`config.mk`:
```
export PLATFORM = sky130hd
export DESIGN_NAME = dcb_host_flat
export DESIGN_NICKNAME = d
export VERILOG_FILES = /design/src/design/dcb_pkg.sv /design/src/design/dcb_link_if.sv /design/src/design/dcb_host.sv /design/src/design/dcb_sync.sv /design/src/flat_wrapper.sv
export SDC_FILE = /design/constraint.sdc
export NUM_CORES = 1
export LEC_CHECK = 0
export BUFFER_PORTS_ARGS = -buffer_cell sky130_fd_sc_hd__buf_4
export CORE_MARGIN = 1.5
export CORE_UTILIZATION = 40
export DETAILED_ROUTE_END_ITERATION = 6
export PLACE_DENSITY_LB_ADDON = 0.05
export SYNTH_ARGS = -nofsm -noshare
export SYNTH_HDL_FRONTEND = slang
export SYNTH_SLANG_ARGS = --single-unit
```
`constraint.sdc`:
```
create_clock -name i_clk -period 2.1 [get_ports i_clk]
set_input_delay 0.21 -clock i_clk [delete_from_list [all_inputs] [get_ports i_clk]]
set_output_delay 0.21 -clock i_clk [all_outputs]
set_load 0.01 [all_outputs]
```
`src/design/dcb_pkg.sv`:
```
package dcb_pkg;

   // ********************************************************************
   // conversion result and chain geometry
   // ********************************************************************
   localparam int RES_W = 18;
   localparam int CHAIN_DEVICES = 2;
   localparam int TOTAL_FALLS = RES_W * CHAIN_DEVICES + 1;
   localparam int IDX_W = 8;

   // ********************************************************************
   // timing
   // ********************************************************************
   localparam int CLK_PERIOD_NS = 20;
   // fixed conversion time, independent of the serial clock
   localparam int CONV_TIME_NS = 1000;
   localparam int CONV_CYCLES =
      (CONV_TIME_NS + CLK_PERIOD_NS - 1) / CLK_PERIOD_NS;
   // host serial clock half period; long enough for both synchronisers
   localparam int SCLK_HALF_NS = 160;
   localparam int SCLK_HALF_CYCLES = SCLK_HALF_NS / CLK_PERIOD_NS;

   localparam logic [15:0] CONV_LAST = 16'(CONV_CYCLES - 1);
   localparam logic [15:0] CNT_ZERO = 16'h0000;
   localparam logic [15:0] CNT_ONE = 16'h0001;
   localparam logic [15:0] HALF_LAST = 16'(SCLK_HALF_CYCLES - 1);
   localparam logic [15:0] FALLS_LAST = 16'(TOTAL_FALLS);
   localparam logic [15:0] DATA_FALLS = 16'(RES_W * CHAIN_DEVICES);
   localparam logic [4:0] BIT_ZERO = 5'h00;
   localparam logic [4:0] BIT_LAST = 5'(RES_W - 1);
   localparam logic [RES_W-1:0] RES_ZERO = 18'h0_0000;
   localparam logic [IDX_W-1:0] IDX_ZERO = 8'h00;
   localparam logic [IDX_W-1:0] IDX_ONE = 8'h01;

   // ********************************************************************
   // state encodings
   // ********************************************************************
   typedef enum logic [1:0] {DS_ACQ, DS_CONV, DS_READ} dcb_dev_state_e;
   typedef enum logic [1:0] {
      HS_IDLE, HS_WAIT_IRQ, HS_HIGH, HS_LOW
   } dcb_host_state_e;

endpackage

```
`src/design/dcb_link_if.sv`:
```
`timescale 1ns/1ps
interface dcb_link_if;
   logic sample_trigger;
   logic sclk;
   logic chain_in;
   logic chain_out;

   modport device (
      input sample_trigger,
      input sclk,
      input chain_in,
      output chain_out
   );

   modport host (
      output sample_trigger,
      output sclk,
      output chain_in,
      input chain_out
   );
endinterface

```
`src/design/dcb_host.sv`:
```
`timescale 1ns/1ps
module dcb_host (
   input wire logic i_clk,
   input wire logic i_rst_n,
   dcb_link_if.host link,
   input wire logic i_start,
   output logic o_ready,
   output logic o_irq_seen,
   output logic [dcb_pkg::RES_W-1:0] o_word,
   output logic o_word_valid,
   output logic [dcb_pkg::IDX_W-1:0] o_word_index,
   output logic o_done
);

   logic out_lvl;
   logic out_rise;

   dcb_sync u_dout (
      .i_clk(i_clk),
      .i_rst_n(i_rst_n),
      .i_async(link.chain_out),
      .o_level(out_lvl),
      .o_rise(out_rise),
      .o_fall()
   );

   // ********************************************************************
   // sequencer
   // ********************************************************************
   dcb_pkg::dcb_host_state_e state_q;
   dcb_pkg::dcb_host_state_e state_d;
   logic trig_q;
   logic trig_d;
   logic sclk_q;
   logic sclk_d;
   logic [15:0] cnt_q;
   logic [15:0] cnt_d;
   logic [15:0] falls_q;
   logic [15:0] falls_d;
   logic [4:0] bit_q;
   logic [4:0] bit_d;
   logic [dcb_pkg::RES_W-1:0] acc_q;
   logic [dcb_pkg::RES_W-1:0] acc_d;
   logic [dcb_pkg::RES_W-1:0] word_q;
   logic [dcb_pkg::RES_W-1:0] word_d;
   logic [dcb_pkg::IDX_W-1:0] idx_q;
   logic [dcb_pkg::IDX_W-1:0] idx_d;
   logic [dcb_pkg::IDX_W-1:0] next_idx_q;
   logic [dcb_pkg::IDX_W-1:0] next_idx_d;
   logic valid_q;
   logic valid_d;
   logic ready_q;
   logic ready_d;
   logic irq_q;
   logic irq_d;
   logic done_q;
   logic done_d;

   always_comb begin
      state_d = state_q;
      trig_d = trig_q;
      sclk_d = sclk_q;
      cnt_d = cnt_q;
      falls_d = falls_q;
      bit_d = bit_q;
      acc_d = acc_q;
      word_d = word_q;
      idx_d = idx_q;
      next_idx_d = next_idx_q;
      valid_d = 1'b0;
      ready_d = ready_q;
      irq_d = 1'b0;
      done_d = 1'b0;
      case (state_q)
         dcb_pkg::HS_IDLE: begin
            // trigger low long enough for every device to see it
            // sclk high at trigger rise
            sclk_d = 1'b1;
            if (cnt_q != dcb_pkg::HALF_LAST) begin
               cnt_d = cnt_q + dcb_pkg::CNT_ONE;
            end else begin
               ready_d = 1'b1;
            end
            if (ready_q && i_start) begin
               ready_d = 1'b0;
               trig_d = 1'b1;
               state_d = dcb_pkg::HS_WAIT_IRQ;
            end
         end
         dcb_pkg::HS_WAIT_IRQ: begin
            if (out_rise) begin
               irq_d = 1'b1;
               cnt_d = dcb_pkg::CNT_ZERO;
               falls_d = dcb_pkg::CNT_ZERO;
               bit_d = dcb_pkg::BIT_ZERO;
               next_idx_d = dcb_pkg::IDX_ZERO;
               state_d = dcb_pkg::HS_HIGH;
            end
         end
         dcb_pkg::HS_HIGH: begin
            cnt_d = cnt_q + dcb_pkg::CNT_ONE;
            if (cnt_q == dcb_pkg::HALF_LAST) begin
               cnt_d = dcb_pkg::CNT_ZERO;
               // sample late in the high phase, just before the next fall
               if (falls_q != dcb_pkg::CNT_ZERO &&
                   falls_q <= dcb_pkg::DATA_FALLS) begin
                  acc_d = {acc_q[dcb_pkg::RES_W-2:0], out_lvl};
                  bit_d = bit_q + 5'h01;
                  if (bit_q == dcb_pkg::BIT_LAST) begin
                     bit_d = dcb_pkg::BIT_ZERO;
                     word_d = {acc_q[dcb_pkg::RES_W-2:0], out_lvl};
                     idx_d = next_idx_q;
                     next_idx_d = next_idx_q + dcb_pkg::IDX_ONE;
                     valid_d = 1'b1;
                  end
               end
               if (falls_q == dcb_pkg::FALLS_LAST) begin
                  trig_d = 1'b0;
                  done_d = 1'b1;
                  state_d = dcb_pkg::HS_IDLE;
               end else begin
                  sclk_d = 1'b0;
                  falls_d = falls_q + dcb_pkg::CNT_ONE;
                  state_d = dcb_pkg::HS_LOW;
               end
            end
         end
         dcb_pkg::HS_LOW: begin
            cnt_d = cnt_q + dcb_pkg::CNT_ONE;
            if (cnt_q == dcb_pkg::HALF_LAST) begin
               cnt_d = dcb_pkg::CNT_ZERO;
               sclk_d = 1'b1;
               state_d = dcb_pkg::HS_HIGH;
            end
         end
         default: begin
            state_d = dcb_pkg::HS_IDLE;
         end
      endcase
   end

   always_ff @(posedge i_clk or negedge i_rst_n) begin
      if (!i_rst_n) begin
         state_q <= dcb_pkg::HS_IDLE;
         trig_q <= 1'b0;
         sclk_q <= 1'b1;
         cnt_q <= dcb_pkg::CNT_ZERO;
         falls_q <= dcb_pkg::CNT_ZERO;
         bit_q <= dcb_pkg::BIT_ZERO;
         acc_q <= dcb_pkg::RES_ZERO;
         word_q <= dcb_pkg::RES_ZERO;
         idx_q <= dcb_pkg::IDX_ZERO;
         next_idx_q <= dcb_pkg::IDX_ZERO;
         valid_q <= 1'b0;
         ready_q <= 1'b0;
         irq_q <= 1'b0;
         done_q <= 1'b0;
      end else begin
         state_q <= state_d;
         trig_q <= trig_d;
         sclk_q <= sclk_d;
         cnt_q <= cnt_d;
         falls_q <= falls_d;
         bit_q <= bit_d;
         acc_q <= acc_d;
         word_q <= word_d;
         idx_q <= idx_d;
         next_idx_q <= next_idx_d;
         valid_q <= valid_d;
         ready_q <= ready_d;
         irq_q <= irq_d;
         done_q <= done_d;
      end
   end

   // ********************************************************************
   // outputs; first chain input follows the common trigger
   // ********************************************************************
   // one common trigger line
   assign link.sample_trigger = trig_q;
   assign link.chain_in = trig_q;
   assign link.sclk = sclk_q;
   assign o_ready = ready_q;
   assign o_irq_seen = irq_q;
   assign o_word = word_q;
   assign o_word_valid = valid_q;
   assign o_word_index = idx_q;
   assign o_done = done_q;

endmodule

```
`src/design/dcb_sync.sv`:
```
`timescale 1ns/1ps
module dcb_sync (
   input wire logic i_clk,
   input wire logic i_rst_n,
   input wire logic i_async,
   output logic o_level,
   output logic o_rise,
   output logic o_fall
);
   logic meta_q;
   logic sync_q;
   logic prev_q;

   // ********************************************************************
   // two-flop synchroniser, edge detect on the second flop only
   // ********************************************************************
   always_ff @(posedge i_clk or negedge i_rst_n) begin
      if (!i_rst_n) begin
         meta_q <= 1'b0;
         sync_q <= 1'b0;
         prev_q <= 1'b0;
      end else begin
         meta_q <= i_async;
         sync_q <= meta_q;
         prev_q <= sync_q;
      end
   end

   always_comb begin
      o_level = sync_q;
      o_rise = sync_q & ~prev_q;
      o_fall = ~sync_q & prev_q;
   end
endmodule

```
`src/flat_wrapper.sv`:
```
// flat-port wrapper written by rule: the top's interface ports become plain ports
module dcb_host_flat 
  (i_clk, i_rst_n, i_start, o_ready, o_irq_seen, o_word, o_word_valid, o_word_index, o_done, link_sample_trigger, link_sclk, link_chain_in, link_chain_out);
  dcb_link_if link_i ();
  input wire logic i_clk;
  input wire logic i_rst_n;
  input wire logic i_start;
  output logic o_ready;
  output logic o_irq_seen;
  output logic [dcb_pkg::RES_W-1:0] o_word;
  output logic o_word_valid;
  output logic [dcb_pkg::IDX_W-1:0] o_word_index;
  output logic o_done;
  output wire logic [$bits(link_i.sample_trigger)-1:0] link_sample_trigger;
  output wire logic [$bits(link_i.sclk)-1:0] link_sclk;
  output wire logic [$bits(link_i.chain_in)-1:0] link_chain_in;
  input wire logic [$bits(link_i.chain_out)-1:0] link_chain_out;
  assign link_sample_trigger = link_i.sample_trigger;
  assign link_sclk = link_i.sclk;
  assign link_chain_in = link_i.chain_in;
  assign link_i.chain_out = link_chain_out;
  dcb_host u_core (.i_clk(i_clk), .i_rst_n(i_rst_n), .link(link_i), .i_start(i_start), .o_ready(o_ready), .o_irq_seen(o_irq_seen), .o_word(o_word), .o_word_valid(o_word_valid), .o_word_index(o_word_index), .o_done(o_done));
endmodule
```
==> out/metrics.sh, run 1 <==
POWER.LEAKAGE_uW=0.00296
RSZ0062_AT_GRT='yes'
HOLD_SLACK_NS=0.0431
GLOBALPLACE.CONGESTION=0.811
FINALSETUPVIOLCOUNT=0
FLOORPLAN.DIE.HEIGHT_UM=112
CTS.PATH.MAX_BUFFERS=2
TIMING.CRITICAL_PATH.FROM_TYPE='register'
PERIOD_SHARE_PCT=99.6
FINAL-HOLD-VIOLATION-COUNT=0
WORSTHOLDPATHCELLS=2
MULTI_INPUT_COMB_AREA_UM2=2230
TRACK_USAGE_PCT=18.4
SYNTH_EDF_COUNT=0
FINALNONFILLERCELLS=705
CELL_ROWS=39
AREA_DELTA_SYNTH_FINAL_PCT=29.9
CLKLATENCYLATEPIN_NS=0.35
CTS_BUFFERS=9
CLOCK_TREE.HTREE_LEVEL_COUNT=3
CRITICAL-PATH-MAX-STAGE-DELAY_NS=0.39
DRIVE_ABOVE_1_SHARE_PCT=33.8
GRT_MAX_DEGREE=43
FINISH.UTILIZATION_PCT=53.6
VIAS_IN_THE_FIRST_GLOBAL_ROUTE=3800
ROUTED-VIA-COUNT=3761
FINALWIRELENGTH_UM=10600
CRIT_PATH_CELL_TRACE='nor4_2 > nand3_1 > buf_6 > a2111oi_4 > buf_4 > buf_12 > mux2_2'
NETLIST.AREA_LEADER.SHARE_PCT=51.6
SETUP-TNS-FINAL_NS=0
SYNTH_COMMON_CELLS='dfrtp_1 (98), nand2_1 (83), a21oi_1 (28), nand3_1 (22), o21ai_0 (22)'
WORST-SLEW-PIN-TRANSITION_NS=0.556
DIE_WIDTH_UM=112
WORST-R2R-CELL-COUNT=7
SYN_INST=452
MAPPEDNETLISTNETS=463
WORSTPATHARRIVAL_NS=2.33
PLACED_CELLS=674
END_KIND='register'
DIE_AREA_UM2=12500
CTS_TREE='built'
DRT_FIRST_ITER_VIOLATIONS=194
DRC=7
FILL_CELLS=1051
CP_DATA_REQUIRED_TIME_NS=2.34
P_PER_AREA_nW_PER_UM2=808
CLK_TRANSITION_REPORTED_PATHS_NS=0.07
PRE_CTS_SLACK_NS=-0.0676
MIN_PERIOD_NS=2.09
MAX-SLEW-MARGIN-REL_PCT=62.9
DESIGN.CORE.AREA_UM2=11500
ROUTE.ANTENNA.REMAINING_NETS=0
I_O_PINS=37
CTS.SINK_COUNT=99
GRT_OVERFLOW=0
FINALMAXSLEWVIOLATIONS=0
WORST_PATH_MAX_DELAY_CELL='dfrtp_1'
PORTBUFFERS=36
POST_SYNTH_MAIN_AREA_CONTRIBUTORS='dfrtp_1 (52%), nand2_1 (6.6%), mux2_4 (6.3%), a21oi_1 (2.9%), nand3_1 (2.3%)'
RUN_STATUS='finished with violations'
POSTSYNTHREGISTERBITS=99
AVG_SYNTHESIZED_CELL_AREA_UM2=10.5
IR_DROP_WORST_CASE_VDD_mV=0.710
WIRE_PER_INST_UM=15.0
DOMINANTREGCELLSYNTH='dfrtp_1'
PROPORTION_OF_SYNTHESIZED_FLIP_FLOPS_HAVING_ASYNCHRONOUS_SET_OR_RESET_PCT=100
SYNTH.LIB_CELLS_USED.DISTINCT=54
SKEW_NS=0.00636
WORSTSETUPPATHTYPE='register to register'
DIODES=0
CRIT_PATH_MAX_FANOUT=13
SYN_AREA_UM2=4750
FIN_WS_NS=0.00889
SYNTH-SEQ-AREA-SHARE_PCT=52.1
MAX_CAP_VIOL_COUNT=0
SYNTH_MOST_COMMON_CELL='dfrtp_1'
NUMBER_OF_ANTENNA_VIOLATIONS_AT_THE_FIRST_CHECK_IN_GLOBAL_ROUTING=0
DESIGN.FINAL.NETS=569
VIAS_PER_CELL=5.33
MAXCLOCKFREQUENCY_MHz=478
HOLD_CLASS='primary input to register'
WIRE_LENGTH_OF_THE_FIRST_GLOBAL_ROUTING_PASS_UM=18400
VIOLATIONS_IN_THE_FINAL_REPORTS='DRC'
YOSYSWARNINGS=0
DRT_PRE_ANTENNA_ITERS=6
FINAL-SEQ-AREA_UM2=2480
CTSROOTBUFFERMASTER='clkbuf_16'
DETAILEDPLACEMENTHPWL_UM=7110
SYNTH_TOP_CELL_BY_AREA='dfrtp_1'
INITIAL_UTILIZATION_PCT=41.3
==> worst max-delay path: cells and delay by family (launching register included) <==
family	cells	cell delay, ns
buffers and inverters	3	0.54
and+or+nand+nor	2	0.44
DFF	1	0.39
muxes	1	0.34
AOI/OAI and AO/OA	1	0.25
==> kinds of logic after synthesis <==
group	synth area share (%)
DFF	52.1
adders and majority gates	1.84
xor gates and xnor gates	0.737
muxes	8.39
and+or+nand+nor	21.1
buffers and inverters	3.76
AOI/OAI and AO/OA	12.1
==> worst paths after layout <==
kind                                                start  slack (ns)                                  to
hold / removal                                    i_start        0.04          u_core.o_ready$_DFFE_PN0P_
hold reg to reg            u_core.u_dout.meta_q$_DFF_PN0_        0.35     u_core.u_dout.o_level$_DFF_PN0_
max in group asynchronous                         i_rst_n        1.08        u_core.o_word[5]$_DFFE_PN0P_
setup / recovery           u_core.falls_q[12]$_DFFE_PN0P_       0.009        u_core.o_word[1]$_DFFE_PN0P_
min in group asynchronous                         i_rst_n        0.38  u_core.o_word_index[4]$_DFFE_PN0P_
setup reg to reg           u_core.falls_q[12]$_DFFE_PN0P_       0.009        u_core.o_word[1]$_DFFE_PN0P_
==> placed cells by master, fill, tap and decap left out, drive strengths merged, types with 3 or more instances in the layout <==
cell,n
inv,13
and3,11
nand2b,3
or3,13
a31oi,5
nor2b,3
nand3,22
dfrtp,98
mux2,27
o21ai,22
buf,115
clkinv,3
a211o,4
xnor2,4
nand4b,4
nor3,8
o31ai,5
nor4,9
nor2,17
ha,7
o211ai,4
a21oi,28
clkbuf,10
nand2,83
nand4,11
==> repair_timing <==
action	in CTS	in global routing
hold endpoints to repair	40	0
hold buffers	2	0
buffers inserted	3	8
resized for setup	9	40
setup endpoints to repair	33	69
pin swaps	8	18
cloned	1	2
==> where the power goes <==
group	total (uW)	internal [uW]	leakage, uW	switching (uW)
sequential	2160	2050	0.00135	107
clock	1560	835	0.000139	725
combinational	1270	577	0.00147	693
==> area by class of cell <==
| cell class | instances | area share (%) |
|---|---|---|
| Clock buffer | 10 | 3.87 |
| Clock inverter | 5 | 0.588 |
| Inverter | 11 | 0.669 |
| Multi-Input combinational cell | 320 | 36.1 |
| Sequential cell | 99 | 40.1 |
| Tap cell | 143 | 2.90 |
| Timing Repair Buffer | 117 | 15.7 |
==> per-layer routing <==
layer	vias to the layer above	global-route usage [%]	routed length [um]
met4	0	6.67	173
li1	1839	-	-
met1	1848	24.7	4980
met5	-	0	0
met2	63	29.2	5050
met3	11	4.54	391
==> flip-flops by register name (all words and copies together) (netlist names), 2 cells and up <==
| register | count |
|---|---|
| u_core.acc_q | 17 |
| u_core.o_word_index | 8 |
| u_core.falls_q | 16 |
| u_core.cnt_q | 16 |
| u_core.bit_q | 5 |
| u_core.next_idx_q | 8 |
| u_core.state_q | 2 |
| u_core.o_word | 18 |
==> per-stage QoR <==
step           cell area (um2)  power [uW]
4_1_cts                   5970        4980
3_3_place_gp              5590        3320
6_report                  6170        4990
3_5_place_dp              5590        3340
2_1_floorplan             4760        2830
5_1_grt                   6170        5280
(Power assumes the default switching activity.)
==> inputs of run 2 (changes only) <==
CORE_UTILIZATION = 36   (was 40)
clock period = 1.7 ns   (was 2.1 ns; I/O delays follow)
==> out/metrics.sh, run 2 (same netlist as run 1, synthesis figures left out) <==
RUN_STATUS='finished with violations'
VIOLATIONS_IN_THE_FINAL_REPORTS='setup timing'
FINALWIRELENGTH_UM=12400
MULTI_INPUT_COMB_AREA_UM2=2540
DETAILEDPLACEMENTHPWL_UM=7410
ROUTED-VIA-COUNT=4012
WORSTSETUPPATHTYPE='register to register'
FIN_WS_NS=-0.523
CTS.SINK_COUNT=99
DRT_PRE_ANTENNA_ITERS=4
DRC=0
DIE_WIDTH_UM=118
WORST-SLEW-PIN-TRANSITION_NS=0.581
CTSROOTBUFFERMASTER='clkbuf_16'
CLKLATENCYLATEPIN_NS=0.35
WORSTPATHARRIVAL_NS=2.46
CRITICAL-PATH-TOP-CELL-BY-COUNT='buf_4'
CLOCK_TREE.HTREE_LEVEL_COUNT=3
TIMING.CRITICAL_PATH.FROM_TYPE='register'
MAXCLOCKFREQUENCY_MHz=450
RSZ0062_AT_GRT='yes'
DIE_AREA_UM2=13900
MAX_REG_FLOPS=18
PORTBUFFERS=36
WIRE_LENGTH_OF_THE_FIRST_GLOBAL_ROUTING_PASS_UM=19700
I_O_PINS=37
TRACK_USAGE_PCT=17.8
P_PER_AREA_nW_PER_UM2=947
END_KIND='register'
FINAL-SEQ-AREA_UM2=2480
CTS_TREE='built'
GLOBALPLACE.CONGESTION=0.806
PERIOD_SHARE_PCT=131
FINALNONFILLERCELLS=783
CTS_BUFFERS=9
CP_DATA_REQUIRED_TIME_NS=1.93
MIN_PERIOD_NS=2.22
DESIGN.FINAL.NETS=617
FLOORPLAN.DIE.HEIGHT_UM=118
LAYOUT.CELLS.MOST_COMMON='buf_4'
FINALMAXSLEWVIOLATIONS=0
AREA_DELTA_SYNTH_FINAL_PCT=48.4
DIODES=0
WIRE_PER_INST_UM=15.8
CELL_ROWS=41
CP_NUM_BUF_INV=3
SETUP-TNS-FINAL_NS=-37.46
WORST_PATH_MAX_DELAY_CELL='dfrtp_1'
MAX_CAP_VIOL_COUNT=0
CLK_TRANSITION_REPORTED_PATHS_NS=0.07
DRIVE_ABOVE_1_SHARE_PCT=46.2
DRT_FIRST_ITER_VIOLATIONS=172
FILL_CELLS=1119
ROUTE.ANTENNA.REMAINING_NETS=0
CRIT_PATH_MAX_FANOUT=3
NUMBER_OF_ANTENNA_VIOLATIONS_AT_THE_FIRST_CHECK_IN_GLOBAL_ROUTING=0
CRIT_FAMILY='compound AO/OA/AOI/OAI gates'
POWER.LEAKAGE_uW=0.00337
INITIAL_UTILIZATION_PCT=37.2
HOLD_CLASS='register to register'
FINALSETUPVIOLCOUNT=95
HOLD_SLACK_NS=0.357
IR_DROP_WORST_CASE_VDD_mV=0.718
P_TOTAL_uW=6680
MAX-SLEW-MARGIN-REL_PCT=61.3
SKEW_NS=0.00847
CRITICAL-PATH-MAX-STAGE-DELAY_NS=0.42
GRT_OVERFLOW=0
GRT_MAX_DEGREE=100
CTS.PATH.MAX_BUFFERS=2
VIAS_IN_THE_FIRST_GLOBAL_ROUTE=3903
CRIT_PATH_CELL_TRACE='nor4_4 > buf_4 > nand4_4 > buf_8 > a2111oi_4 > buf_4 > nor2_2 > a221o_1'
TOP_LIBRARY_CELLS_BY_USAGE_IN_THE_LAYOUT_FILL_AND_TAPS_ASIDE='buf_4 (120), dfrtp_1 (98), nand2_1 (73)'
PLACED_CELLS=726
FINAL-HOLD-VIOLATION-COUNT=0
DESIGN.CORE.AREA_UM2=12800
VIAS_PER_CELL=5.12
## run 2: changes by cell type in the layout (fill, tap and decap cells not counted), sizes merged
cell and change:
buf +44, o21a +1, clkbuf +2, clkinvlp +2, dlygate4sd3 +1, clkinv -1
## run 2: final timing paths
| kind | start | to | slack [ns] | cells past startpoint |
|---|---|---|---|---|
| worst max register to register | u_core.cnt_q[5]$_DFFE_PN0P_ | u_core.bit_q[4]$_DFFE_PN0P_ | -0.52 | 8 |
| worst max-delay path | u_core.cnt_q[5]$_DFFE_PN0P_ | u_core.bit_q[4]$_DFFE_PN0P_ | -0.52 | 8 |
| max in group asynchronous | i_rst_n | u_core.link.sclk$_DFFE_PN1P_ | 0.84 | 3 |
| worst min register to register | u_core.u_dout.meta_q$_DFF_PN0_ | u_core.u_dout.o_level$_DFF_PN0_ | 0.36 | 0 |
| worst min-delay path | u_core.u_dout.meta_q$_DFF_PN0_ | u_core.u_dout.o_level$_DFF_PN0_ | 0.36 | 0 |
| min in group asynchronous | i_rst_n | u_core.o_word_index[6]$_DFFE_PN0P_ | 0.42 | 3 |
## run 2: layout make-up
type / count / area share [%]
multi-input combinational: 321 / 35.9
sequential: 99 / 35.1
timing repair buffer: 164 / 21.3
clock buffer: 10 / 3.24
tap: 172 / 3.05
clock inverter: 6 / 0.709
inverter: 11 / 0.585
## run 2: per-stage QoR
stage / util [%] / instance area [um2] / worst slack (ns)
after global routing: 55.2 / 7060 / -0.616
after CTS: 52.3 / 6680 / -0.449
final: 55.2 / 7060 / -0.523
after detailed placement: 46.2 / 5900 / -0.486
after floorplan: - / 4890 / -0.474
after global placement: 46.2 / 5900 / -0.444
## run 2: report_power, final
part | switching [uW] | total [uW] | leakage (uW) | internal, uW
clock network | 964 | 1970 | 0.000130 | 1010
registers | 130 | 2660 | 0.00135 | 2530
logic | 1050 | 2050 | 0.00189 | 1000
total | 2140 | 6680 | 0.00337 | 4540
## run 2: metal layers
layer	vias up	global-route usage [%]	wire length (um)	part of all wire [%]
met3	18	2.71	371	3.0
met1	1976	24.0	5810	47
met2	69	28.4	5970	48
met4	0	7.62	237	1.9
li1	1949	-	-	-
met5	-	0	0	0
## run 2: repair_timing
item / CTS / global route
hold endpoints to repair: 100 / 0
pin swaps: 41 / 24
gates cloned: 7 / 2
setup endpoints to repair: 94 / 95
setup buffers: 20 / 11
hold buffers: 3 / 0
gates resized for setup: 65 / 60
